--- src/async_rx_regs.svh ---
// Register offsets, field positions, reset values and timing counts
`ifndef ASYNC_RX_REGS_SVH
`define ASYNC_RX_REGS_SVH

// Register word indices; byte address is four times the index
`define OFS_PERIPH_FLAGS 8'h0C
`define OFS_BAUD_CONTROL 8'h11
`define OFS_BAUD_DIV_HIGH 8'h12
`define OFS_BAUD_DIV_LOW 8'h13
`define OFS_RECEIVE_BUFFER 8'h14
`define OFS_TRANSMIT_BUFFER 8'h15
`define OFS_TRANSMIT_STATUS 8'h16
`define OFS_RECEIVE_STATUS 8'h17
`define OFS_PERIPH_ENABLES 8'h8C
`define OFS_INTERRUPT_CONTROL 8'h0B

// Field positions
`define BIT_RECEIVE_FLAG 5
`define BIT_RECEIVE_IE 5
`define BIT_RECEIVE_IDLE 6
`define BIT_WIDE_DIVISOR 3
`define BIT_WAKE_ENABLE 1
`define BIT_CLOCKED_MODE 4
`define BIT_HIGH_SPEED 2
`define BIT_TX_SHIFT_EMPTY 1
`define BIT_PORT_ENABLE 7
`define BIT_NINTH_ENABLE 6
`define BIT_CONT_RECEIVE 4
`define BIT_ADDR_DETECT 3
`define BIT_FRAMING_ERR 2
`define BIT_OVERRUN_ERR 1
`define BIT_NINTH_DATA 0
`define BIT_GLOBAL_IE 7
`define BIT_PERIPH_IE 6

// Reset values
`define RST_BYTE 8'h00
`define RST_DIVISOR 16'h0000
`define RST_READ 32'h0000_0000

// Oversampling: sixteen ticks per bit, data sampled mid-bit
`define OVERSAMPLE_LAST 4'hF
`define SAMPLE_POINT 4'h7
`define SLOW_PRESCALE_LAST 2'h3
`define BITS_EIGHT 4'h8
`define BITS_NINE 4'h9

`endif

--- src/async_rx_pkg.sv ---
// Types shared by the serial receiver
package async_rx_pkg;

    // Receiver sequencing
    typedef enum logic [1:0] {
        RX_IDLE,
        RX_START,
        RX_DATA,
        RX_STOP
    } rx_state_t;

    // Software-visible configuration bits
    typedef struct packed {
        logic port_enable;
        logic ninth_enable;
        logic cont_receive;
        logic addr_detect;
        logic clocked_mode;
        logic high_speed;
        logic wide_divisor;
        logic wake_enable;
        logic receive_ie;
        logic global_ie;
        logic periph_ie;
        logic [7:0] div_high;
        logic [7:0] div_low;
        logic [7:0] tx_buffer;
    } config_t;

    // Receiver status as software sees it
    typedef struct packed {
        logic [7:0] rx_buffer;
        logic ninth_data;
        logic framing_err;
        logic overrun_err;
        logic receive_flag;
    } status_t;

    // Whole state of the receiver block
    typedef struct packed {
        logic bus_wait;
        logic [31:0] read_data;
        logic irq;
        logic rx_meta;
        logic rx_sync;
        logic rx_prev;
        rx_state_t fsm;
        logic [1:0] prescale;
        logic [15:0] divider;
        logic [3:0] tick;
        logic [3:0] bit_num;
        logic [8:0] shifter;
        logic wake_seen;
        config_t cfg;
        status_t sts;
    } state_t;

endpackage

--- src/async_serial_receiver_wake.sv ---
// Asynchronous serial receiver with address detect and wake-on-break
// Summary of operation
// - Sixteen-times oversampled front end recovers data
// - Main shifter advances once per bit
// - Characters accepted only with continuous receive
// - Complete character sets flag; interrupt if enabled
// - Status shows ninth bit, framing, overrun
// - Received byte read through receive buffer
// - Clearing continuous receive clears error flags
// - Interrupt also needs global and peripheral enables
// - Address detect needs ninth bit and receive
// - Address detect off passes every character
// - Wake enable arms detection without baud clock
// - First falling edge while armed sets flag
// - Following rising edge clears wake enable
// - Unimplemented register bits read as zero
// - Frame: start, eight or nine data, stop
// - Data taken least significant bit first
// - Reading receive buffer clears receive flag
`timescale 1ns/1ns
`default_nettype none
`include "async_rx_regs.svh"

module async_serial_receiver_wake
    import async_rx_pkg::*;
(
    // Clock and reset
    input wire logic CLOCK,
    input wire logic RST_N,
    // Avalon-MM slave, word addressed
    input wire logic [7:0] AVS_ADDRESS,
    input wire logic AVS_READ,
    input wire logic AVS_WRITE,
    input wire logic [31:0] AVS_WRITEDATA,
    input wire logic [3:0] AVS_BYTEENABLE,
    output logic [31:0] AVS_READDATA,
    output logic AVS_WAITREQUEST,
    // Serial receive line from the remote sender
    input wire logic RECEIVE_LINE,
    // Receive interrupt request to the processor
    output logic RX_IRQ
);

    state_t st_q;
    state_t st_d;

    logic req;
    logic take;
    logic wr_lo;
    logic rx_enabled;
    logic tick_en;
    logic last_pre;
    logic bit_end;
    logic mid_bit;
    logic fall;
    logic rise;
    logic accept;
    logic [15:0] div_limit;
    logic [7:0] got_byte;
    logic got_ninth;
    logic [7:0] rd_byte;
    logic rd_buffer;
    logic rd_answer;
    logic port_ready;
    logic [3:0] frame_bits;
    logic wake_fall;
    logic wake_rise;
    logic overrun_hit;

    // Bus request handshake terms
    assign req = AVS_READ | AVS_WRITE;
    assign take = req & ~st_q.bus_wait;
    assign wr_lo = AVS_WRITE & take & AVS_BYTEENABLE[0];
    assign rd_buffer = AVS_READ & take &
        (AVS_ADDRESS == `OFS_RECEIVE_BUFFER);

    // Read data are loaded only on a read, so that a write in between
    // leaves the last read value standing for the master
    assign rd_answer = AVS_READ & st_q.bus_wait;

    // Edges seen only on the synchronised line
    assign fall = st_q.rx_prev & ~st_q.rx_sync;
    assign rise = ~st_q.rx_prev & st_q.rx_sync;

    // Port set up for asynchronous use
    assign port_ready = st_q.cfg.port_enable & ~st_q.cfg.clocked_mode;

    // Receiver may start only when fully configured and no overrun stands
    assign rx_enabled = port_ready & st_q.cfg.cont_receive &
        ~st_q.sts.overrun_err & ~st_q.cfg.wake_enable;

    // Eight-bit divisor unless the wide select is on
    assign div_limit = st_q.cfg.wide_divisor ?
        {st_q.cfg.div_high, st_q.cfg.div_low} :
        {8'h00, st_q.cfg.div_low};

    // Slow mode with the eight-bit divisor stretches each sample tick by four
    assign last_pre = (st_q.cfg.high_speed | st_q.cfg.wide_divisor) |
        (st_q.prescale == `SLOW_PRESCALE_LAST);
    assign tick_en = (st_q.divider == div_limit) & last_pre;
    assign mid_bit = tick_en & (st_q.tick == `SAMPLE_POINT);
    assign bit_end = tick_en & (st_q.tick == `OVERSAMPLE_LAST);

    // Character layout depends on frame length
    assign got_byte = st_q.cfg.ninth_enable ? st_q.shifter[7:0] :
        st_q.shifter[8:1];
    assign got_ninth = st_q.cfg.ninth_enable & st_q.shifter[8];
    assign frame_bits = st_q.cfg.ninth_enable ? `BITS_NINE : `BITS_EIGHT;

    // Address filter: only ninth-bit-one characters pass; software
    // clears the detect enable once addressed to hear the data
    assign accept = ~(st_q.cfg.addr_detect & st_q.cfg.ninth_enable) |
        got_ninth;

    // A finished character finds the buffer still unread; a read in
    // the same cycle frees it in time
    assign overrun_hit = st_q.sts.receive_flag & ~rd_buffer;

    // Wake detector edges, used only while armed
    assign wake_fall = st_q.cfg.wake_enable & ~st_q.wake_seen & fall;
    assign wake_rise = st_q.cfg.wake_enable & st_q.wake_seen & rise;

    // Read multiplexer; undecoded offsets and spare bits give zero
    always_comb begin
        rd_byte = 8'h00;
        unique case (AVS_ADDRESS)
            `OFS_PERIPH_FLAGS: begin
                rd_byte[`BIT_RECEIVE_FLAG] = st_q.sts.receive_flag;
            end
            `OFS_BAUD_CONTROL: begin
                // Idle tells software no character is in progress
                rd_byte[`BIT_RECEIVE_IDLE] = (st_q.fsm == RX_IDLE);
                rd_byte[`BIT_WIDE_DIVISOR] = st_q.cfg.wide_divisor;
                rd_byte[`BIT_WAKE_ENABLE] = st_q.cfg.wake_enable;
            end
            `OFS_BAUD_DIV_HIGH: begin
                rd_byte = st_q.cfg.div_high;
            end
            `OFS_BAUD_DIV_LOW: begin
                rd_byte = st_q.cfg.div_low;
            end
            `OFS_RECEIVE_BUFFER: begin
                rd_byte = st_q.sts.rx_buffer;
            end
            `OFS_TRANSMIT_BUFFER: begin
                rd_byte = st_q.cfg.tx_buffer;
            end
            `OFS_TRANSMIT_STATUS: begin
                rd_byte[`BIT_CLOCKED_MODE] = st_q.cfg.clocked_mode;
                rd_byte[`BIT_HIGH_SPEED] = st_q.cfg.high_speed;
                // No transmitter here, so its shifter always reads empty
                rd_byte[`BIT_TX_SHIFT_EMPTY] = 1'b1;
            end
            `OFS_RECEIVE_STATUS: begin
                rd_byte[`BIT_PORT_ENABLE] = st_q.cfg.port_enable;
                rd_byte[`BIT_NINTH_ENABLE] = st_q.cfg.ninth_enable;
                rd_byte[`BIT_CONT_RECEIVE] = st_q.cfg.cont_receive;
                rd_byte[`BIT_ADDR_DETECT] = st_q.cfg.addr_detect;
                rd_byte[`BIT_FRAMING_ERR] = st_q.sts.framing_err;
                rd_byte[`BIT_OVERRUN_ERR] = st_q.sts.overrun_err;
                rd_byte[`BIT_NINTH_DATA] = st_q.sts.ninth_data;
            end
            `OFS_PERIPH_ENABLES: begin
                rd_byte[`BIT_RECEIVE_IE] = st_q.cfg.receive_ie;
            end
            `OFS_INTERRUPT_CONTROL: begin
                rd_byte[`BIT_GLOBAL_IE] = st_q.cfg.global_ie;
                rd_byte[`BIT_PERIPH_IE] = st_q.cfg.periph_ie;
            end
            default: begin
                rd_byte = 8'h00;
            end
        endcase
    end

    // Next-state logic for the whole block
    always_comb begin
        st_d = st_q;

        // Two-flop synchroniser; first stage feeds only the second
        st_d.rx_meta = RECEIVE_LINE;
        st_d.rx_sync = st_q.rx_meta;
        st_d.rx_prev = st_q.rx_sync;

        // One wait cycle, then the request is answered
        st_d.bus_wait = ~(req & st_q.bus_wait);
        // Writes leave the last read data standing
        if (rd_answer) begin
            st_d.read_data = {24'h000000, rd_byte};
        end

        // Register writes, low byte lane only
        if (wr_lo) begin
            unique case (AVS_ADDRESS)
                `OFS_BAUD_CONTROL: begin
                    st_d.cfg.wide_divisor =
                        AVS_WRITEDATA[`BIT_WIDE_DIVISOR];
                    st_d.cfg.wake_enable =
                        AVS_WRITEDATA[`BIT_WAKE_ENABLE];
                    // Any write rearms the wake detector
                    st_d.wake_seen = 1'b0;
                end
                `OFS_BAUD_DIV_HIGH: begin
                    st_d.cfg.div_high = AVS_WRITEDATA[7:0];
                end
                `OFS_BAUD_DIV_LOW: begin
                    st_d.cfg.div_low = AVS_WRITEDATA[7:0];
                end
                `OFS_TRANSMIT_BUFFER: begin
                    st_d.cfg.tx_buffer = AVS_WRITEDATA[7:0];
                end
                `OFS_TRANSMIT_STATUS: begin
                    st_d.cfg.clocked_mode =
                        AVS_WRITEDATA[`BIT_CLOCKED_MODE];
                    st_d.cfg.high_speed = AVS_WRITEDATA[`BIT_HIGH_SPEED];
                end
                `OFS_RECEIVE_STATUS: begin
                    st_d.cfg.port_enable = AVS_WRITEDATA[`BIT_PORT_ENABLE];
                    st_d.cfg.ninth_enable =
                        AVS_WRITEDATA[`BIT_NINTH_ENABLE];
                    st_d.cfg.cont_receive =
                        AVS_WRITEDATA[`BIT_CONT_RECEIVE];
                    st_d.cfg.addr_detect = AVS_WRITEDATA[`BIT_ADDR_DETECT];
                end
                `OFS_PERIPH_ENABLES: begin
                    st_d.cfg.receive_ie = AVS_WRITEDATA[`BIT_RECEIVE_IE];
                end
                `OFS_INTERRUPT_CONTROL: begin
                    st_d.cfg.global_ie = AVS_WRITEDATA[`BIT_GLOBAL_IE];
                    st_d.cfg.periph_ie = AVS_WRITEDATA[`BIT_PERIPH_IE];
                end
                default: begin
                    // Read-only and unmapped places ignore writes
                end
            endcase
        end

        // Dropping continuous receive clears errors; a character ending
        // in the same cycle still sets its own, since the set wins
        if (~st_d.cfg.cont_receive) begin
            st_d.sts.framing_err = 1'b0;
            st_d.sts.overrun_err = 1'b0;
        end

        // Reading the buffer clears the flag; a new set overrides
        if (rd_buffer) begin
            st_d.sts.receive_flag = 1'b0;
        end

        // Baud generator runs only while a frame is in progress
        if (st_q.fsm != RX_IDLE) begin
            if (st_q.divider == div_limit) begin
                st_d.divider = 16'h0000;
                st_d.prescale = st_q.prescale + 2'h1;
            end else begin
                st_d.divider = st_q.divider + 16'h0001;
            end
            if (tick_en) begin
                st_d.prescale = 2'h0;
                st_d.tick = st_q.tick + 4'h1;
            end
        end

        // Frame sequencer
        unique case (st_q.fsm)
            RX_IDLE: begin
                // Timing restarts from the next start edge itself
                st_d.divider = 16'h0000;
                st_d.shifter = 9'h000;
                st_d.prescale = 2'h0;
                st_d.tick = 4'h0;
                st_d.bit_num = 4'h0;
                if (rx_enabled & fall) begin
                    st_d.fsm = RX_START;
                end
            end
            RX_START: begin
                // A start bit that is high mid-bit was a glitch
                if (mid_bit & st_q.rx_sync) begin
                    st_d.fsm = RX_IDLE;
                end else if (bit_end) begin
                    st_d.fsm = RX_DATA;
                end
            end
            RX_DATA: begin
                // Shift right so the first bit ends up lowest
                if (mid_bit) begin
                    st_d.shifter = {st_q.rx_sync,
                        st_q.shifter[8:1]};
                end
                if (bit_end) begin
                    st_d.bit_num = st_q.bit_num + 4'h1;
                    if (st_q.bit_num + 4'h1 == frame_bits) begin
                        st_d.fsm = RX_STOP;
                    end
                end
            end
            RX_STOP: begin
                // Finish at mid stop bit so the next start is not missed
                if (mid_bit) begin
                    st_d.fsm = RX_IDLE;
                    if (accept) begin
                        if (overrun_hit) begin
                            st_d.sts.overrun_err = 1'b1;
                        end else begin
                            st_d.sts.rx_buffer = got_byte;
                            st_d.sts.ninth_data = got_ninth;
                            st_d.sts.framing_err = ~st_q.rx_sync;
                            st_d.sts.receive_flag = 1'b1;
                        end
                    end
                end
            end
        endcase

        // A dropped receive enable abandons the frame in progress
        if (~st_d.cfg.cont_receive) begin
            st_d.fsm = RX_IDLE;
        end

        // Wake-on-break watches line edges with the baud clock stopped
        if (wake_fall) begin
            st_d.sts.receive_flag = 1'b1;
            st_d.wake_seen = 1'b1;
        end

        // Disarm on the rise that ends the break
        if (wake_rise) begin
            st_d.cfg.wake_enable = 1'b0;
            st_d.wake_seen = 1'b0;
        end

        // Interrupt gated by all three enables
        st_d.irq = st_d.sts.receive_flag & st_d.cfg.receive_ie &
            st_d.cfg.global_ie & st_d.cfg.periph_ie;
    end

    // State register; line stages reset high to avoid a false edge
    always_ff @(posedge CLOCK or negedge RST_N) begin
        if (!RST_N) begin
            st_q <= '0;
            // Stored bytes and counters start from their reset values
            st_q.read_data <= `RST_READ;
            st_q.divider <= `RST_DIVISOR;
            st_q.cfg.div_high <= `RST_BYTE;
            st_q.cfg.div_low <= `RST_BYTE;
            st_q.cfg.tx_buffer <= `RST_BYTE;
            st_q.sts.rx_buffer <= `RST_BYTE;
            st_q.bus_wait <= 1'b1;
            st_q.rx_meta <= 1'b1;
            st_q.rx_sync <= 1'b1;
            st_q.rx_prev <= 1'b1;
            st_q.fsm <= RX_IDLE;
        end else begin
            st_q <= st_d;
        end
    end

    // Outputs straight from the state register
    assign AVS_WAITREQUEST = st_q.bus_wait;
    assign AVS_READDATA = st_q.read_data;
    assign RX_IRQ = st_q.irq;

endmodule
`default_nettype wire

--- config.mk ---
export PLATFORM = sky130hd
export DESIGN_NAME = async_serial_receiver_wake
export DESIGN_NICKNAME = d
export VERILOG_FILES = /design/src/async_rx_pkg.sv /design/src/async_serial_receiver_wake.sv
export VERILOG_INCLUDE_DIRS = /design/src
export SDC_FILE = /design/constraint.sdc
export NUM_CORES = 1
export LEC_CHECK = 0
export CORE_ASPECT_RATIO = 0.6
export CORE_MARGIN = 2
export CORE_UTILIZATION = 69
export DETAILED_ROUTE_END_ITERATION = 8
export DONT_BUFFER_PORTS = 1
export PLACE_DENSITY = 0.91
export RECOVER_POWER = 25
export SKIP_LAST_GASP = 1
export SYNTH_ARGS = -nofsm -noshare
export SYNTH_HDL_FRONTEND = slang
export SYNTH_SLANG_ARGS = --single-unit
--- constraint.sdc ---
create_clock -name CLOCK -period 3.55 [get_ports CLOCK]
set_input_delay 1.065 -clock CLOCK [delete_from_list [all_inputs] [get_ports CLOCK]]
set_output_delay 1.065 -clock CLOCK [all_outputs]
set_load 0.01 [all_outputs]
==> results of run 1 <==
## power groups by stage
stage	sequential, mW	clock (mW)	combinational, mW
global route	1.18	0.969	0.0954
CTS	1.18	0.919	0.0850
global placement	1.20	0	0.0778
detailed placement	1.20	0	0.0823
finish	1.18	0.913	0.0879
floorplan	1.18	0	0.122
## synthesized netlist by cell type, types with 4 or more instances
cell type	instances	area, µm²
sky130_fd_sc_hd__o21ai_0	11	55.1
sky130_fd_sc_hd__dfrtp_1	94	2350
sky130_fd_sc_hd__and3_1	10	62.6
sky130_fd_sc_hd__mux2_4	8	120
sky130_fd_sc_hd__mux2i_1	15	150
sky130_fd_sc_hd__xor2_1	6	52.6
sky130_fd_sc_hd__nor2_1	38	143
sky130_fd_sc_hd__a31oi_1	6	37.5
sky130_fd_sc_hd__nand3_1	8	40.0
sky130_fd_sc_hd__ha_1	4	50.1
sky130_fd_sc_hd__a21oi_1	10	50.1
sky130_fd_sc_hd__nor2b_1	4	25.0
sky130_fd_sc_hd__nor3_1	6	30.0
sky130_fd_sc_hd__nand2_1	47	176
sky130_fd_sc_hd__buf_4	34	255
sky130_fd_sc_hd__buf_2	5	25.0
sky130_fd_sc_hd__xnor2_1	22	193
sky130_fd_sc_hd__dfstp_2	4	105
sky130_fd_sc_hd__inv_1	13	48.8
sky130_fd_sc_hd__mux2_2	45	507
sky130_fd_sc_hd__a22oi_1	10	75.1
sky130_fd_sc_hd__a22o_1	4	35.0
sky130_fd_sc_hd__or3_1	4	25.0
sky130_fd_sc_hd__nand4_1	12	75.1
sky130_fd_sc_hd__clkbuf_1	10	37.5
## final cells by class
cell class	instances	area, µm²
clock buffers	12	246
inverters	14	52.6
multi-input cells	354	2520
well taps	104	130
fillers	490	1850
clock inverters	4	30.0
flip-flops and latches	98	2460
repair buffers	5	37.5
## final timing paths
kind | start | end | slack, ps | cells past startpoint
setup reg to reg | st_q[40]$_DFFE_PN0P_ | st_q[9]$_DFFE_PN0P_ | 860 | 6
min in group asynchronous | RST_N | st_q[78]$_DFF_PN0_ | 410 | 0
setup / recovery | AVS_ADDRESS[3] | st_q[9]$_DFFE_PN0P_ | 430 | 6
max in group asynchronous | RST_N | st_q[85]$_DFF_PN1_ | 2900 | 0
hold reg to reg | st_d[86]$_DFF_PN1_ | st_d[85]$_DFF_PN1_ | 360 | 0
hold / removal | st_d[86]$_DFF_PN1_ | st_d[85]$_DFF_PN1_ | 360 | 0
## kinds of logic after synthesis
group / after synthesis / share of synthesized area
simple gates: 158 / 0.156
flops: 98 / 0.466
compound gates: 72 / 0.100
mux: 68 / 0.147
buf+inv: 66 / 0.0737
xor+xnor: 28 / 0.0465
fa+ha+maj: 4 / 0.00948
other cells: 1 / 0.000711
## worst max-delay path, stage by stage
cell                      delay, ps
sky130_fd_sc_hd__nor3b_2        340
sky130_fd_sc_hd__and2_1         350
sky130_fd_sc_hd__nand2_1         80
sky130_fd_sc_hd__o21ai_0        420
sky130_fd_sc_hd__or3b_1         700
sky130_fd_sc_hd__mux2_4         400
## metal layers
layer	track usage	wire, µm
met2	0.477	5700
met5	0	0
met3	0.129	1490
met4	0.135	461
met1	0.435	5100
## stage by stage
stage / area, µm² / cells / worst slack (ps) / util / hold WS (ps)
after floorplan: 5360 / 518 / 745 / - / 345
after CTS: 5480 / 591 / 490 / 0.748 / 363
final: 5480 / 591 / 431 / 0.748 / 363
after detailed placement: 5200 / 575 / 190 / 0.710 / 349
after global placement: 5200 / 575 / 306 / 0.710 / 348
after global routing: 5480 / 591 / 369 / 0.748 / 370
## state kept, by name, summed over array words and instances (netlist names)
register and count:
AVS_WAITREQUEST 1, st_q 86, RX_IRQ 1, AVS_READDATA 8
st_d 2
==> report_table.html, run 1 <==
<table>
<tr><th>Metric</th><th>Value</th></tr>
<tr><th colspan="2">Drt</th></tr>
<tr><td>Number of antenna-violating nets in the routed design</td><td>0</td></tr>
<tr><td>Vias per cell</td><td>roughly 6.7</td></tr>
<tr><td>Total wirelength of the detailed-routed design</td><td>12.7 mm</td></tr>
<tr><td>Average wire length per cell after detail routing</td><td>21.6 µm</td></tr>
<tr><td>Number of remaining DRC errors</td><td>0</td></tr>
<tr><td>1st-pass router iterations</td><td>7</td></tr>
<tr><td>Starting DRT DRC Count</td><td>between 500 and 600</td></tr>
<tr><td>Vias post-DR</td><td>3960</td></tr>
<tr><th colspan="2">Power</th></tr>
<tr><td>NetSw</td><td>~0.51 mW</td></tr>
<tr><td>Share of total power consumed by net switching</td><td>0.233</td></tr>
<tr><td>Total power density per cell area</td><td>slightly below 400 nW/µm²</td></tr>
<tr><td>P_int</td><td>between 1.5 and 2 mW</td></tr>
<tr><td>Total Power Consumption</td><td>approximately 2.2 mW</td></tr>
<tr><td>Maximum ir drop on the vdd rail</td><td>about 270 µV</td></tr>
<tr><td>Part of the total power dissipated in the clock network</td><td>0.419</td></tr>
<tr><td>Proportion of power drawn by combinational gates</td><td>0.040</td></tr>
<tr><td>Static Leak</td><td>~2.4 nW</td></tr>
<tr><td>Share of power burned in registers</td><td>0.541</td></tr>
<tr><th colspan="2">Placed design</th></tr>
<tr><td>Port Buffer Count</td><td>0</td></tr>
<tr><td>RD Place Congestion</td><td>roughly 1</td></tr>
<tr><td>Post-DP HPWL</td><td>between 8 and 9 mm</td></tr>
<tr><th colspan="2">Timing</th></tr>
<tr><td>Worst slew margin</td><td>0.557</td></tr>
<tr><td>Total count of hold-check failures in the final report</td><td>0</td></tr>
<tr><td>Setup repair after global routing missed its margin</td><td>false</td></tr>
<tr><td>Final slew viol count</td><td>0</td></tr>
<tr><td>Min Tclk post-route</td><td>roughly 3100 ps</td></tr>
<tr><td>Sum of negative setup slack</td><td>0 ps</td></tr>
<tr><td>Period utilization</td><td>0.879</td></tr>
<tr><td>Slew of the pin with the lowest slew margin</td><td>664 ps</td></tr>
<tr><td>Count of endpoints failing setup in the final report</td><td>0</td></tr>
<tr><td>Maximum clock frequency</td><td>~320 MHz</td></tr>
<tr><td>Post-Route Skew</td><td>around 9 ps</td></tr>
<tr><th colspan="2">Layout</th></tr>
<tr><td>Final antenna diode count</td><td>0</td></tr>
<tr><td>Most frequent cells in the layout</td><td>sky130_fd_sc_hd__dfrtp_1, sky130_fd_sc_hd__nand2_1, sky130_fd_sc_hd__mux2_2</td></tr>
<tr><td>Number of nets in the finished design</td><td>between 500 and 600</td></tr>
<tr><td>Layout area overhead</td><td>3.79%</td></tr>
<tr><td>Layout cell share with drive strength beyond 1</td><td>0.183</td></tr>
<tr><td>Commonest non-fill, non-tap cell in the layout</td><td>sky130_fd_sc_hd__dfrtp_1</td></tr>
<tr><th colspan="2">Flow run</th></tr>
<tr><td>Max capacitance violation total</td><td>0</td></tr>
<tr><th colspan="2">GRT</th></tr>
<tr><td>Initial antenna violation count</td><td>0</td></tr>
<tr><td>Wire length of the first global-routing pass</td><td>roughly 20 mm</td></tr>
<tr><td>Total track usage</td><td>0.325</td></tr>
<tr><td>Leftover overflow at the end of global routing</td><td>0</td></tr>
<tr><td>Maximum number of pins on one net before global-route repair</td><td>99</td></tr>
<tr><td>Via count of the first global-routing pass</td><td>3830</td></tr>
<tr><th colspan="2">Floorplan</th></tr>
<tr><td>Top Ports</td><td>83</td></tr>
<tr><td>Standard cell core area</td><td>approximately 7300 µm²</td></tr>
<tr><td>Die Area</td><td>~8400 µm²</td></tr>
<tr><td>Overall die height</td><td>71.7 µm</td></tr>
<tr><td>Starting Density</td><td>0.720</td></tr>
<tr><td>Chip Width</td><td>117 µm</td></tr>
<tr><td>Site Rows</td><td>24</td></tr>
<tr><th colspan="2">Worst setup path</th></tr>
<tr><td>Largest fanout on the critical path</td><td>10</td></tr>
<tr><td>Critical Path Source Type</td><td>input pin</td></tr>
<tr><td>Required time of the critical path</td><td>approximately 3800 ps</td></tr>
<tr><td>Worst setup EP type</td><td>flop</td></tr>
<tr><td>Kind of critical path</td><td>in2reg</td></tr>
<tr><td>Endpoint arrival time on the critical path</td><td>approximately 3400 ps</td></tr>
<tr><th colspan="2">Synthesis</th></tr>
<tr><td>FF+latch count, synth</td><td>98</td></tr>
<tr><td>Count of different cell masters after synthesis</td><td>68</td></tr>
<tr><td>Post-synth EDFFs</td><td>0</td></tr>
<tr><td>Synthesis warning total</td><td>0</td></tr>
<tr><td>Leading register cell type out of synthesis</td><td>sky130_fd_sc_hd__dfrtp_1</td></tr>
<tr><td>Share of flip-flops with an asynchronous set or reset</td><td>1.00</td></tr>
<tr><td>Number of instances in the synthesized netlist</td><td>about 500</td></tr>
<tr><td>Post-Synthesis Mean Instance Area</td><td>between 10 and 15 µm²</td></tr>
<tr><td>Mapped Area</td><td>around 5300 µm²</td></tr>
<tr><td>Register area share after synthesis</td><td>0.466</td></tr>
<tr><th colspan="2">CTS</th></tr>
<tr><td>Post-CTS repair timing setup buffer count</td><td>0</td></tr>
<tr><td>Reg clk slew, reported paths</td><td>70 ps</td></tr>
<tr><td>Clock Sink Count</td><td>~100</td></tr>
<tr><td>H-Tree Depth</td><td>3</td></tr>
<tr><td>Hold Buf Count CTS</td><td>0</td></tr>
<tr><td>CTS tree</td><td>built</td></tr>
<tr><td>Post_cts resized</td><td>0</td></tr>
<tr><td>Inserted Clock Buffers</td><td>9</td></tr>
<tr><td>Worst-case clock buffer depth</td><td>2</td></tr>
<tr><td>Clock tree root buffer cell</td><td>sky130_fd_sc_hd__clkbuf_16</td></tr>
<tr><td>Later-pin clock latency in the skew report</td><td>around 350 ps</td></tr>
<tr><th colspan="2">Run status</th></tr>
<tr><td>Status</td><td>completed</td></tr>
<tr><th colspan="2">Hold path</th></tr>
<tr><td>Worst hold-check path type</td><td>reg2reg</td></tr>
</table>
Power figures use the tool's default switching activity.
==> inputs of run 2 (changes only) <==
PLACE_DENSITY = 0.83   (was 0.91)
RECOVER_POWER = not set   (was 25)
==> run 2 against run 1 <==
Compared with the run above:
- sequential power hardly changed
- sequential cell count stayed put
- first-iteration DRC count is 14% higher
- setup slack better by 30 ps
- clock power is 19% higher
- largest cell class unchanged
- die area stayed put
- core utilization is 0.82 points higher
- critical endpoint is now st_q[10]$_DFFE_PN0P_
==> report_table.html, run 2 (synthesis gave the netlist of run 1 again) <==
<table>
<tr><th>Metric</th><th>Value</th></tr>
<tr><th colspan="2">Run status</th></tr>
<tr><td>Status</td><td>completed</td></tr>
<tr><th colspan="2">Worst setup path</th></tr>
<tr><td>Crit-path max cell delay</td><td>680 ps (-20 ps)</td></tr>
<tr><td>Endpoint arrival time on the critical path</td><td>3320 ps (-30 ps)</td></tr>
<tr><td>Critical Path Source Type</td><td>input pin</td></tr>
<tr><td>Worst setup EP type</td><td>flop</td></tr>
<tr><td>Largest fanout on the critical path</td><td>10 (unchanged)</td></tr>
<tr><td>CP Cell Sequence</td><td>nor3b_2, and2_1, nand2_1, o21ai_0, or3b_1, mux2_4</td></tr>
<tr><td>Cell at the slowest stage of the critical path</td><td>sky130_fd_sc_hd__or3b_1</td></tr>
<tr><td>Required time of the critical path</td><td>3780 ps (about the same)</td></tr>
<tr><td>Kind of critical path</td><td>in2reg</td></tr>
<tr><th colspan="2">Layout</th></tr>
<tr><td>Final Non-Filler Cells</td><td>591 (unchanged)</td></tr>
<tr><td>Commonest non-fill, non-tap cell in the layout</td><td>sky130_fd_sc_hd__dfrtp_1</td></tr>
<tr><td>Number of nets in the finished design</td><td>535 (unchanged)</td></tr>
<tr><td>Number of flip-flops in the largest register</td><td>86 (unchanged)</td></tr>
<tr><td>Final antenna diode count</td><td>0 (unchanged)</td></tr>
<tr><td>Layout cell share with drive strength beyond 1</td><td>0.187 (+0.00411)</td></tr>
<tr><td>Most frequent cells in the layout</td><td>sky130_fd_sc_hd__dfrtp_1, sky130_fd_sc_hd__nand2_1, sky130_fd_sc_hd__mux2_2</td></tr>
<tr><td>Largest reg by FF count</td><td>st_q</td></tr>
<tr><td>Layout area overhead</td><td>4.93%</td></tr>
<tr><th colspan="2">GRT</th></tr>
<tr><td>Maximum number of pins on one net before global-route repair</td><td>99 (unchanged)</td></tr>
<tr><td>Met2 Use GR</td><td>0.464 (-0.0128)</td></tr>
<tr><td>Layer carrying the most global-route usage</td><td>met2</td></tr>
<tr><td>Leftover overflow at the end of global routing</td><td>0 (unchanged)</td></tr>
<tr><td>Wire length of the first global-routing pass</td><td>19.7 mm (-0.62%)</td></tr>
<tr><td>Initial antenna violation count</td><td>0 (unchanged)</td></tr>
<tr><td>Met3 track demand over resource in global routing</td><td>0.118 (-0.0110)</td></tr>
<tr><td>Via count of the first global-routing pass</td><td>3892 (+1.6%)</td></tr>
<tr><td>Total track usage</td><td>0.314 (-0.0109)</td></tr>
<tr><td>Met1 Resource Use GR</td><td>0.435 (+0.000713)</td></tr>
<tr><th colspan="2">Timing</th></tr>
<tr><td>Maximum clock frequency</td><td>324 MHz (+0.96%)</td></tr>
<tr><td>Post-Route Skew</td><td>9.12 ps (+0.164 ps)</td></tr>
<tr><td>Total count of hold-check failures in the final report</td><td>0 (unchanged)</td></tr>
<tr><td>Period utilization</td><td>0.870 (-0.00832)</td></tr>
<tr><td>Count of endpoints failing setup in the final report</td><td>0 (unchanged)</td></tr>
<tr><td>Worst slew margin</td><td>0.554 (-0.00358)</td></tr>
<tr><td>Min Tclk post-route</td><td>3090 ps (-29.5 ps)</td></tr>
<tr><td>Setup repair after global routing missed its margin</td><td>false</td></tr>
<tr><td>Sum of negative setup slack</td><td>0 ps (unchanged)</td></tr>
<tr><td>Min setup slack post-route</td><td>460 ps (+29.5 ps)</td></tr>
<tr><td>Slew of the pin with the lowest slew margin</td><td>664 ps (+0.264 ps)</td></tr>
<tr><td>Final slew viol count</td><td>0 (unchanged)</td></tr>
<tr><th colspan="2">Drt</th></tr>
<tr><td>Vias post-DR</td><td>3846 (-2.9%)</td></tr>
<tr><td>Starting DRT DRC Count</td><td>611 (+14%)</td></tr>
<tr><td>Number of antenna-violating nets in the routed design</td><td>0 (unchanged)</td></tr>
<tr><td>Total wirelength of the detailed-routed design</td><td>12.0 mm (-5.8%)</td></tr>
<tr><td>1st-pass router iterations</td><td>5 (-2)</td></tr>
<tr><td>Vias per cell</td><td>6.51 (-2.9%)</td></tr>
<tr><td>Average wire length per cell after detail routing</td><td>20.3 µm (-5.8%)</td></tr>
<tr><td>Number of remaining DRC errors</td><td>0 (unchanged)</td></tr>
<tr><th colspan="2">CTS</th></tr>
<tr><td>Inserted Clock Buffers</td><td>9 (unchanged)</td></tr>
<tr><td>Clock tree root buffer cell</td><td>sky130_fd_sc_hd__clkbuf_16</td></tr>
<tr><td>Later-pin clock latency in the skew report</td><td>350 ps (about the same)</td></tr>
<tr><td>Clock Sink Count</td><td>98 (unchanged)</td></tr>
<tr><td>Post-CTS repair timing setup buffer count</td><td>0 (unchanged)</td></tr>
<tr><td>Reg clk slew, reported paths</td><td>70 ps (about the same)</td></tr>
<tr><td>Post_cts resized</td><td>0 (unchanged)</td></tr>
<tr><td>H-Tree Depth</td><td>3 (unchanged)</td></tr>
<tr><td>Worst-case clock buffer depth</td><td>2 (unchanged)</td></tr>
<tr><td>CTS tree</td><td>built</td></tr>
<tr><td>Hold Buf Count CTS</td><td>0 (unchanged)</td></tr>
<tr><th colspan="2">Floorplan</th></tr>
<tr><td>Die Area</td><td>8390 µm² (unchanged)</td></tr>
<tr><td>Starting Density</td><td>0.720 (unchanged)</td></tr>
<tr><td>Top Ports</td><td>83 (unchanged)</td></tr>
<tr><td>Site Rows</td><td>24 (unchanged)</td></tr>
<tr><td>Chip Width</td><td>117 µm (unchanged)</td></tr>
<tr><td>Standard cell core area</td><td>7330 µm² (unchanged)</td></tr>
<tr><td>Overall die height</td><td>71.7 µm (unchanged)</td></tr>
<tr><th colspan="2">Placed design</th></tr>
<tr><td>Total placed cells including tap cells</td><td>575 (unchanged)</td></tr>
<tr><td>Setup slack after placement</td><td>174 ps (-15.7 ps)</td></tr>
<tr><td>Port Buffer Count</td><td>0 (unchanged)</td></tr>
<tr><td>RD Place Congestion</td><td>0.919 (-7.4%)</td></tr>
<tr><td>Post-DP HPWL</td><td>8.44 mm (-2.9%)</td></tr>
<tr><th colspan="2">Power</th></tr>
<tr><td>Maximum ir drop on the vdd rail</td><td>318 µV (+18%)</td></tr>
<tr><td>Static Leak</td><td>2.45 nW (+1.1%)</td></tr>
<tr><td>Total Power Consumption</td><td>2.35 mW (+7.8%)</td></tr>
<tr><td>Total power density per cell area</td><td>424 nW/µm² (+6.6%)</td></tr>
<tr><th colspan="2">Hold path</th></tr>
<tr><td>Worst hold-check path type</td><td>reg2reg</td></tr>
<tr><th colspan="2">Flow run</th></tr>
<tr><td>Max capacitance violation total</td><td>0 (unchanged)</td></tr>
</table>
[run 2: cell types whose count changed in the layout (fill, tap and decap cells not counted)]
| cell | delta |
|---|---|
| sky130_fd_sc_hd__bufinv_16 | +2 |
| sky130_fd_sc_hd__clkbuf_1 | -2 |
| sky130_fd_sc_hd__clkinv_4 | -2 |
| sky130_fd_sc_hd__inv_8 | +2 |
| sky130_fd_sc_hd__clkinv_2 | -1 |
| sky130_fd_sc_hd__clkinvlp_4 | +1 |
[run 2: area by class of cell]
class	instances	area [µm²]
Tap cell	104	130
Clock buffer	10	239
Timing Repair Buffer	5	37.5
Multi-Input combinational cell	354	2520
Fill cell	517	1790
Inverter	14	52.6
Clock inverter	6	97.6
Sequential cell	98	2460
[run 2: worst paths after layout]
| path | from | to | slack, ps | depth (start not counted) |
|---|---|---|---|---|
| min | st_d[86]$_DFF_PN1_ | st_d[85]$_DFF_PN1_ | 370 | 0 |
| min in group asynchronous | RST_N | st_q[9]$_DFFE_PN0P_ | 410 | 0 |
| max | AVS_ADDRESS[3] | st_q[10]$_DFFE_PN0P_ | 460 | 6 |
| max in group asynchronous | RST_N | st_d[85]$_DFF_PN1_ | 2910 | 0 |
| max reg2reg | st_q[40]$_DFFE_PN0P_ | st_q[10]$_DFFE_PN0P_ | 880 | 6 |
| min reg2reg | st_d[86]$_DFF_PN1_ | st_d[85]$_DFF_PN1_ | 370 | 0 |
[run 2: report_power, final]
group / switching (mW) / internal, mW / total, mW / leakage [nW]
Sequential: 0.0313 / 1.14 / 1.18 / 1.32
Combinational: 0.0546 / 0.0302 / 0.0849 / 0.965
Clock: 0.442 / 0.646 / 1.09 / 0.159
Total: 0.528 / 1.82 / 2.35 / 2.45
[run 2: through the flow]
step	hold slack, ps	area, µm²	util
after floorplan	345	5360	-
after global placement	348	5200	0.710
after detailed placement	352	5200	0.710
after CTS	369	5540	0.756
after global routing	374	5540	0.756
final	367	5540	0.756
[run 2: worst max-delay path, delay by kind of cell]
kind | cells | cell delay, ps
simple gates | 4 | 1440
mux | 1 | 400
compound gates | 1 | 410
[run 2: layer usage]
layer  part of all wire  vias up  routed length [µm]
met5                  0        -                   0
met1               0.44     1912                5240
met3              0.092       31                1110
met4              0.020        0                 235
li1                   -     1702                   -
met2               0.45      201                5420
==> inputs of run 3 (changes only) <==
CORE_UTILIZATION = 64   (was 69)
PLACE_DENSITY = 0.78   (was 0.83)
SKIP_LAST_GASP = not set   (was 1)
clock period = 3.4 ns   (was 3.55 ns; I/O delays follow)
==> run 3 against run 2 <==
Compared with the run above:
- register-to-register slack better by 30 ps
- sequential share of layout area rose by 0.10 points
- global-route usage decreased by 2.9 points
- cell count up 1.0%
- total power up 0.27%
- via count fell by 2.0%
- clock power shrank 5%
- count of clock-buffer cells in the layout rose by 1
- core utilization is 6.0 points lower
- critical path type unchanged
==> report_table.html, run 3 (synthesis gave the netlist of run 1 again) <==
<table>
<tr><th>Metric</th><th>Value</th></tr>
<tr><th colspan="2">Timing</th></tr>
<tr><td>Setup repair after global routing missed its margin</td><td>false</td></tr>
<tr><td>Sum of negative setup slack</td><td>0 ps (unchanged)</td></tr>
<tr><td>Total count of hold-check failures in the final report</td><td>0 (unchanged)</td></tr>
<tr><td>Post-Route Skew</td><td>9.90 ps (+0.777 ps)</td></tr>
<tr><td>Final slew viol count</td><td>0 (unchanged)</td></tr>
<tr><td>Maximum clock frequency</td><td>348 MHz</td></tr>
<tr><td>Period utilization</td><td>0.845</td></tr>
<tr><td>Count of endpoints failing setup in the final report</td><td>0 (unchanged)</td></tr>
<tr><td>Slew of the pin with the lowest slew margin</td><td>595 ps (-68.7 ps)</td></tr>
<tr><td>Min Tclk post-route</td><td>around 2900 ps</td></tr>
<tr><td>Worst slew margin</td><td>0.603 (+0.0492)</td></tr>
<tr><th colspan="2">Layout</th></tr>
<tr><td>Most frequent cells in the layout</td><td>sky130_fd_sc_hd__dfrtp_1, sky130_fd_sc_hd__nand2_1, sky130_fd_sc_hd__mux2_2</td></tr>
<tr><td>Multi-input combinational cell area</td><td>2520 µm² (unchanged)</td></tr>
<tr><td>Post-route cell area</td><td>5530 µm² (-0.23%)</td></tr>
<tr><td>Largest reg by FF count</td><td>st_q</td></tr>
<tr><td>Number of nets in the finished design</td><td>537 (+0.37%)</td></tr>
<tr><td>Commonest non-fill, non-tap cell in the layout</td><td>sky130_fd_sc_hd__dfrtp_1</td></tr>
<tr><td>Final Non-Filler Cells</td><td>597 (+1.0%)</td></tr>
<tr><td>Final antenna diode count</td><td>0 (unchanged)</td></tr>
<tr><td>Area taken by flip-flops and latches</td><td>2460 µm² (unchanged)</td></tr>
<tr><td>Number of flip-flops in the largest register</td><td>86 (unchanged)</td></tr>
<tr><td>Finished Core Util</td><td>0.695 (-0.0604)</td></tr>
<tr><td>Layout area overhead</td><td>4.69%</td></tr>
<tr><td>Layout cell share with drive strength beyond 1</td><td>0.188 (+0.00128)</td></tr>
<tr><td>Number of inserted filler cells in the final layout</td><td>589 (+14%)</td></tr>
<tr><th colspan="2">Run status</th></tr>
<tr><td>Status</td><td>completed</td></tr>
<tr><th colspan="2">Placed design</th></tr>
<tr><td>Post-DP HPWL</td><td>8.55 mm (+1.3%)</td></tr>
<tr><td>Port Buffer Count</td><td>0 (unchanged)</td></tr>
<tr><td>Total placed cells including tap cells</td><td>581 (+1.0%)</td></tr>
<tr><td>RD Place Congestion</td><td>0.890 (-3.2%)</td></tr>
<tr><td>Area after detailed placement</td><td>5220 µm² (+0.38%)</td></tr>
<tr><th colspan="2">Worst setup path</th></tr>
<tr><td>Endpoint arrival time on the critical path</td><td>3110 ps (-210 ps)</td></tr>
<tr><td>Largest fanout on the critical path</td><td>10 (unchanged)</td></tr>
<tr><td>Number of cells on the worst reg-to-reg path</td><td>6 (unchanged)</td></tr>
<tr><td>Critical Path Source Type</td><td>input pin</td></tr>
<tr><td>Worst setup EP type</td><td>flop</td></tr>
<tr><td>Required time of the critical path</td><td>3640 ps (-140 ps)</td></tr>
<tr><td>Kind of critical path</td><td>in2reg</td></tr>
<tr><th colspan="2">Power</th></tr>
<tr><td>Total power density per cell area</td><td>426 nW/µm² (+0.49%)</td></tr>
<tr><td>Maximum ir drop on the vdd rail</td><td>272 µV (-14%)</td></tr>
<tr><td>Total Power Consumption</td><td>2.35 mW (+0.27%)</td></tr>
<tr><td>Static Leak</td><td>2.45 nW (about the same)</td></tr>
<tr><th colspan="2">CTS</th></tr>
<tr><td>Post-CTS repair timing setup buffer count</td><td>0 (unchanged)</td></tr>
<tr><td>Hold Buf Count CTS</td><td>0 (unchanged)</td></tr>
<tr><td>Later-pin clock latency in the skew report</td><td>350 ps (about the same)</td></tr>
<tr><td>Post_cts resized</td><td>0 (unchanged)</td></tr>
<tr><td>Inserted Clock Buffers</td><td>9 (unchanged)</td></tr>
<tr><td>Worst-case clock buffer depth</td><td>2 (unchanged)</td></tr>
<tr><td>H-Tree Depth</td><td>3 (unchanged)</td></tr>
<tr><td>CTS tree</td><td>built</td></tr>
<tr><td>Reg clk slew, reported paths</td><td>70 ps (about the same)</td></tr>
<tr><td>Clock Sink Count</td><td>98 (unchanged)</td></tr>
<tr><td>Clock tree root buffer cell</td><td>sky130_fd_sc_hd__clkbuf_16</td></tr>
<tr><th colspan="2">Drt</th></tr>
<tr><td>Vias per cell</td><td>6.32 (-2.9%)</td></tr>
<tr><td>Average wire length per cell after detail routing</td><td>20.0 µm (-1.7%)</td></tr>
<tr><td>1st-pass router iterations</td><td>5 (unchanged)</td></tr>
<tr><td>Total wirelength of the detailed-routed design</td><td>11.9 mm (-0.73%)</td></tr>
<tr><td>Vias post-DR</td><td>3771 (-2.0%)</td></tr>
<tr><td>Number of remaining DRC errors</td><td>0 (unchanged)</td></tr>
<tr><td>Starting DRT DRC Count</td><td>439 (-28%)</td></tr>
<tr><td>Number of antenna-violating nets in the routed design</td><td>0 (unchanged)</td></tr>
<tr><th colspan="2">GRT</th></tr>
<tr><td>Initial antenna violation count</td><td>0 (unchanged)</td></tr>
<tr><td>Met1 Resource Use GR</td><td>0.404 (-0.0309)</td></tr>
<tr><td>Met2 Use GR</td><td>0.426 (-0.0374)</td></tr>
<tr><td>Via count of the first global-routing pass</td><td>3634 (-6.6%)</td></tr>
<tr><td>Total track usage</td><td>0.285 (-0.0286)</td></tr>
<tr><td>Met3 track demand over resource in global routing</td><td>0.101 (-0.0164)</td></tr>
<tr><td>Maximum number of pins on one net before global-route repair</td><td>99 (unchanged)</td></tr>
<tr><td>Leftover overflow at the end of global routing</td><td>0 (unchanged)</td></tr>
<tr><td>Wire length of the first global-routing pass</td><td>19.2 mm (-2.7%)</td></tr>
<tr><td>Layer carrying the most global-route usage</td><td>met2</td></tr>
<tr><th colspan="2">Floorplan</th></tr>
<tr><td>Die Area</td><td>9010 µm² (+7.5%)</td></tr>
<tr><td>Starting Density</td><td>0.664 (-0.0560)</td></tr>
<tr><td>Standard cell core area</td><td>7950 µm² (+8.4%)</td></tr>
<tr><td>Overall die height</td><td>74.3 µm (+3.6%)</td></tr>
<tr><td>Top Ports</td><td>83 (unchanged)</td></tr>
<tr><td>Chip Width</td><td>121 µm (+3.7%)</td></tr>
<tr><td>Site Rows</td><td>25 (+4.2%)</td></tr>
<tr><th colspan="2">Hold path</th></tr>
<tr><td>Worst hold-check path type</td><td>in2async</td></tr>
<tr><th colspan="2">Flow run</th></tr>
<tr><td>Max capacitance violation total</td><td>0 (unchanged)</td></tr>
</table>
run 3: final cells by class:
type,instances,share of cell area
Clock inverter,5,0.0111
Sequential cell,98,0.445
Clock buffer,11,0.0439
Inverter,14,0.00951
Tap cell,108,0.0245
Timing Repair Buffer,7,0.00951
Multi-Input combinational cell,354,0.457
run 3: worst paths after layout:
path	start	to	slack, ps
worst max-delay path	AVS_ADDRESS[6]	st_q[6]$_DFFE_PN0P_	530
worst min-delay path	RST_N	st_q[51]$_DFFE_PN0P_	360
worst max register to register	st_q[40]$_DFFE_PN0P_	st_q[6]$_DFFE_PN0P_	910
worst min register to register	st_d[86]$_DFF_PN1_	st_d[85]$_DFF_PN1_	360
max in group asynchronous	RST_N	st_d[85]$_DFF_PN1_	2840
min in group CLOCK	st_d[86]$_DFF_PN1_	st_d[85]$_DFF_PN1_	360
run 3: critical path: stages:
cell and delay (ps):
sky130_fd_sc_hd__nor3b_2 250, sky130_fd_sc_hd__and2_1 310, sky130_fd_sc_hd__nand2_1 70, sky130_fd_sc_hd__o21ai_0 390, sky130_fd_sc_hd__or3b_1 670, sky130_fd_sc_hd__mux2_4 400
run 3: power breakdown:
group	leakage [nW]	switching [mW]	internal [mW]	total, mW
combinational	0.976	0.0559	0.0327	0.0886
clock	0.150	0.444	0.595	1.04
sequential	1.32	0.0326	1.19	1.23
run 3: metal layers:
layer	vias up	wire length (µm)
met2	180	5210
met4	0	110
met1	1863	5400
met3	13	1200
met5	-	0
li1	1715	-
run 3: per-stage QoR:
stage	hold WS, ps	setup slack [ps]
final	357	526
after global routing	342	463
after CTS	350	567
after detailed placement	348	197
after global placement	348	282
after floorplan	345	640
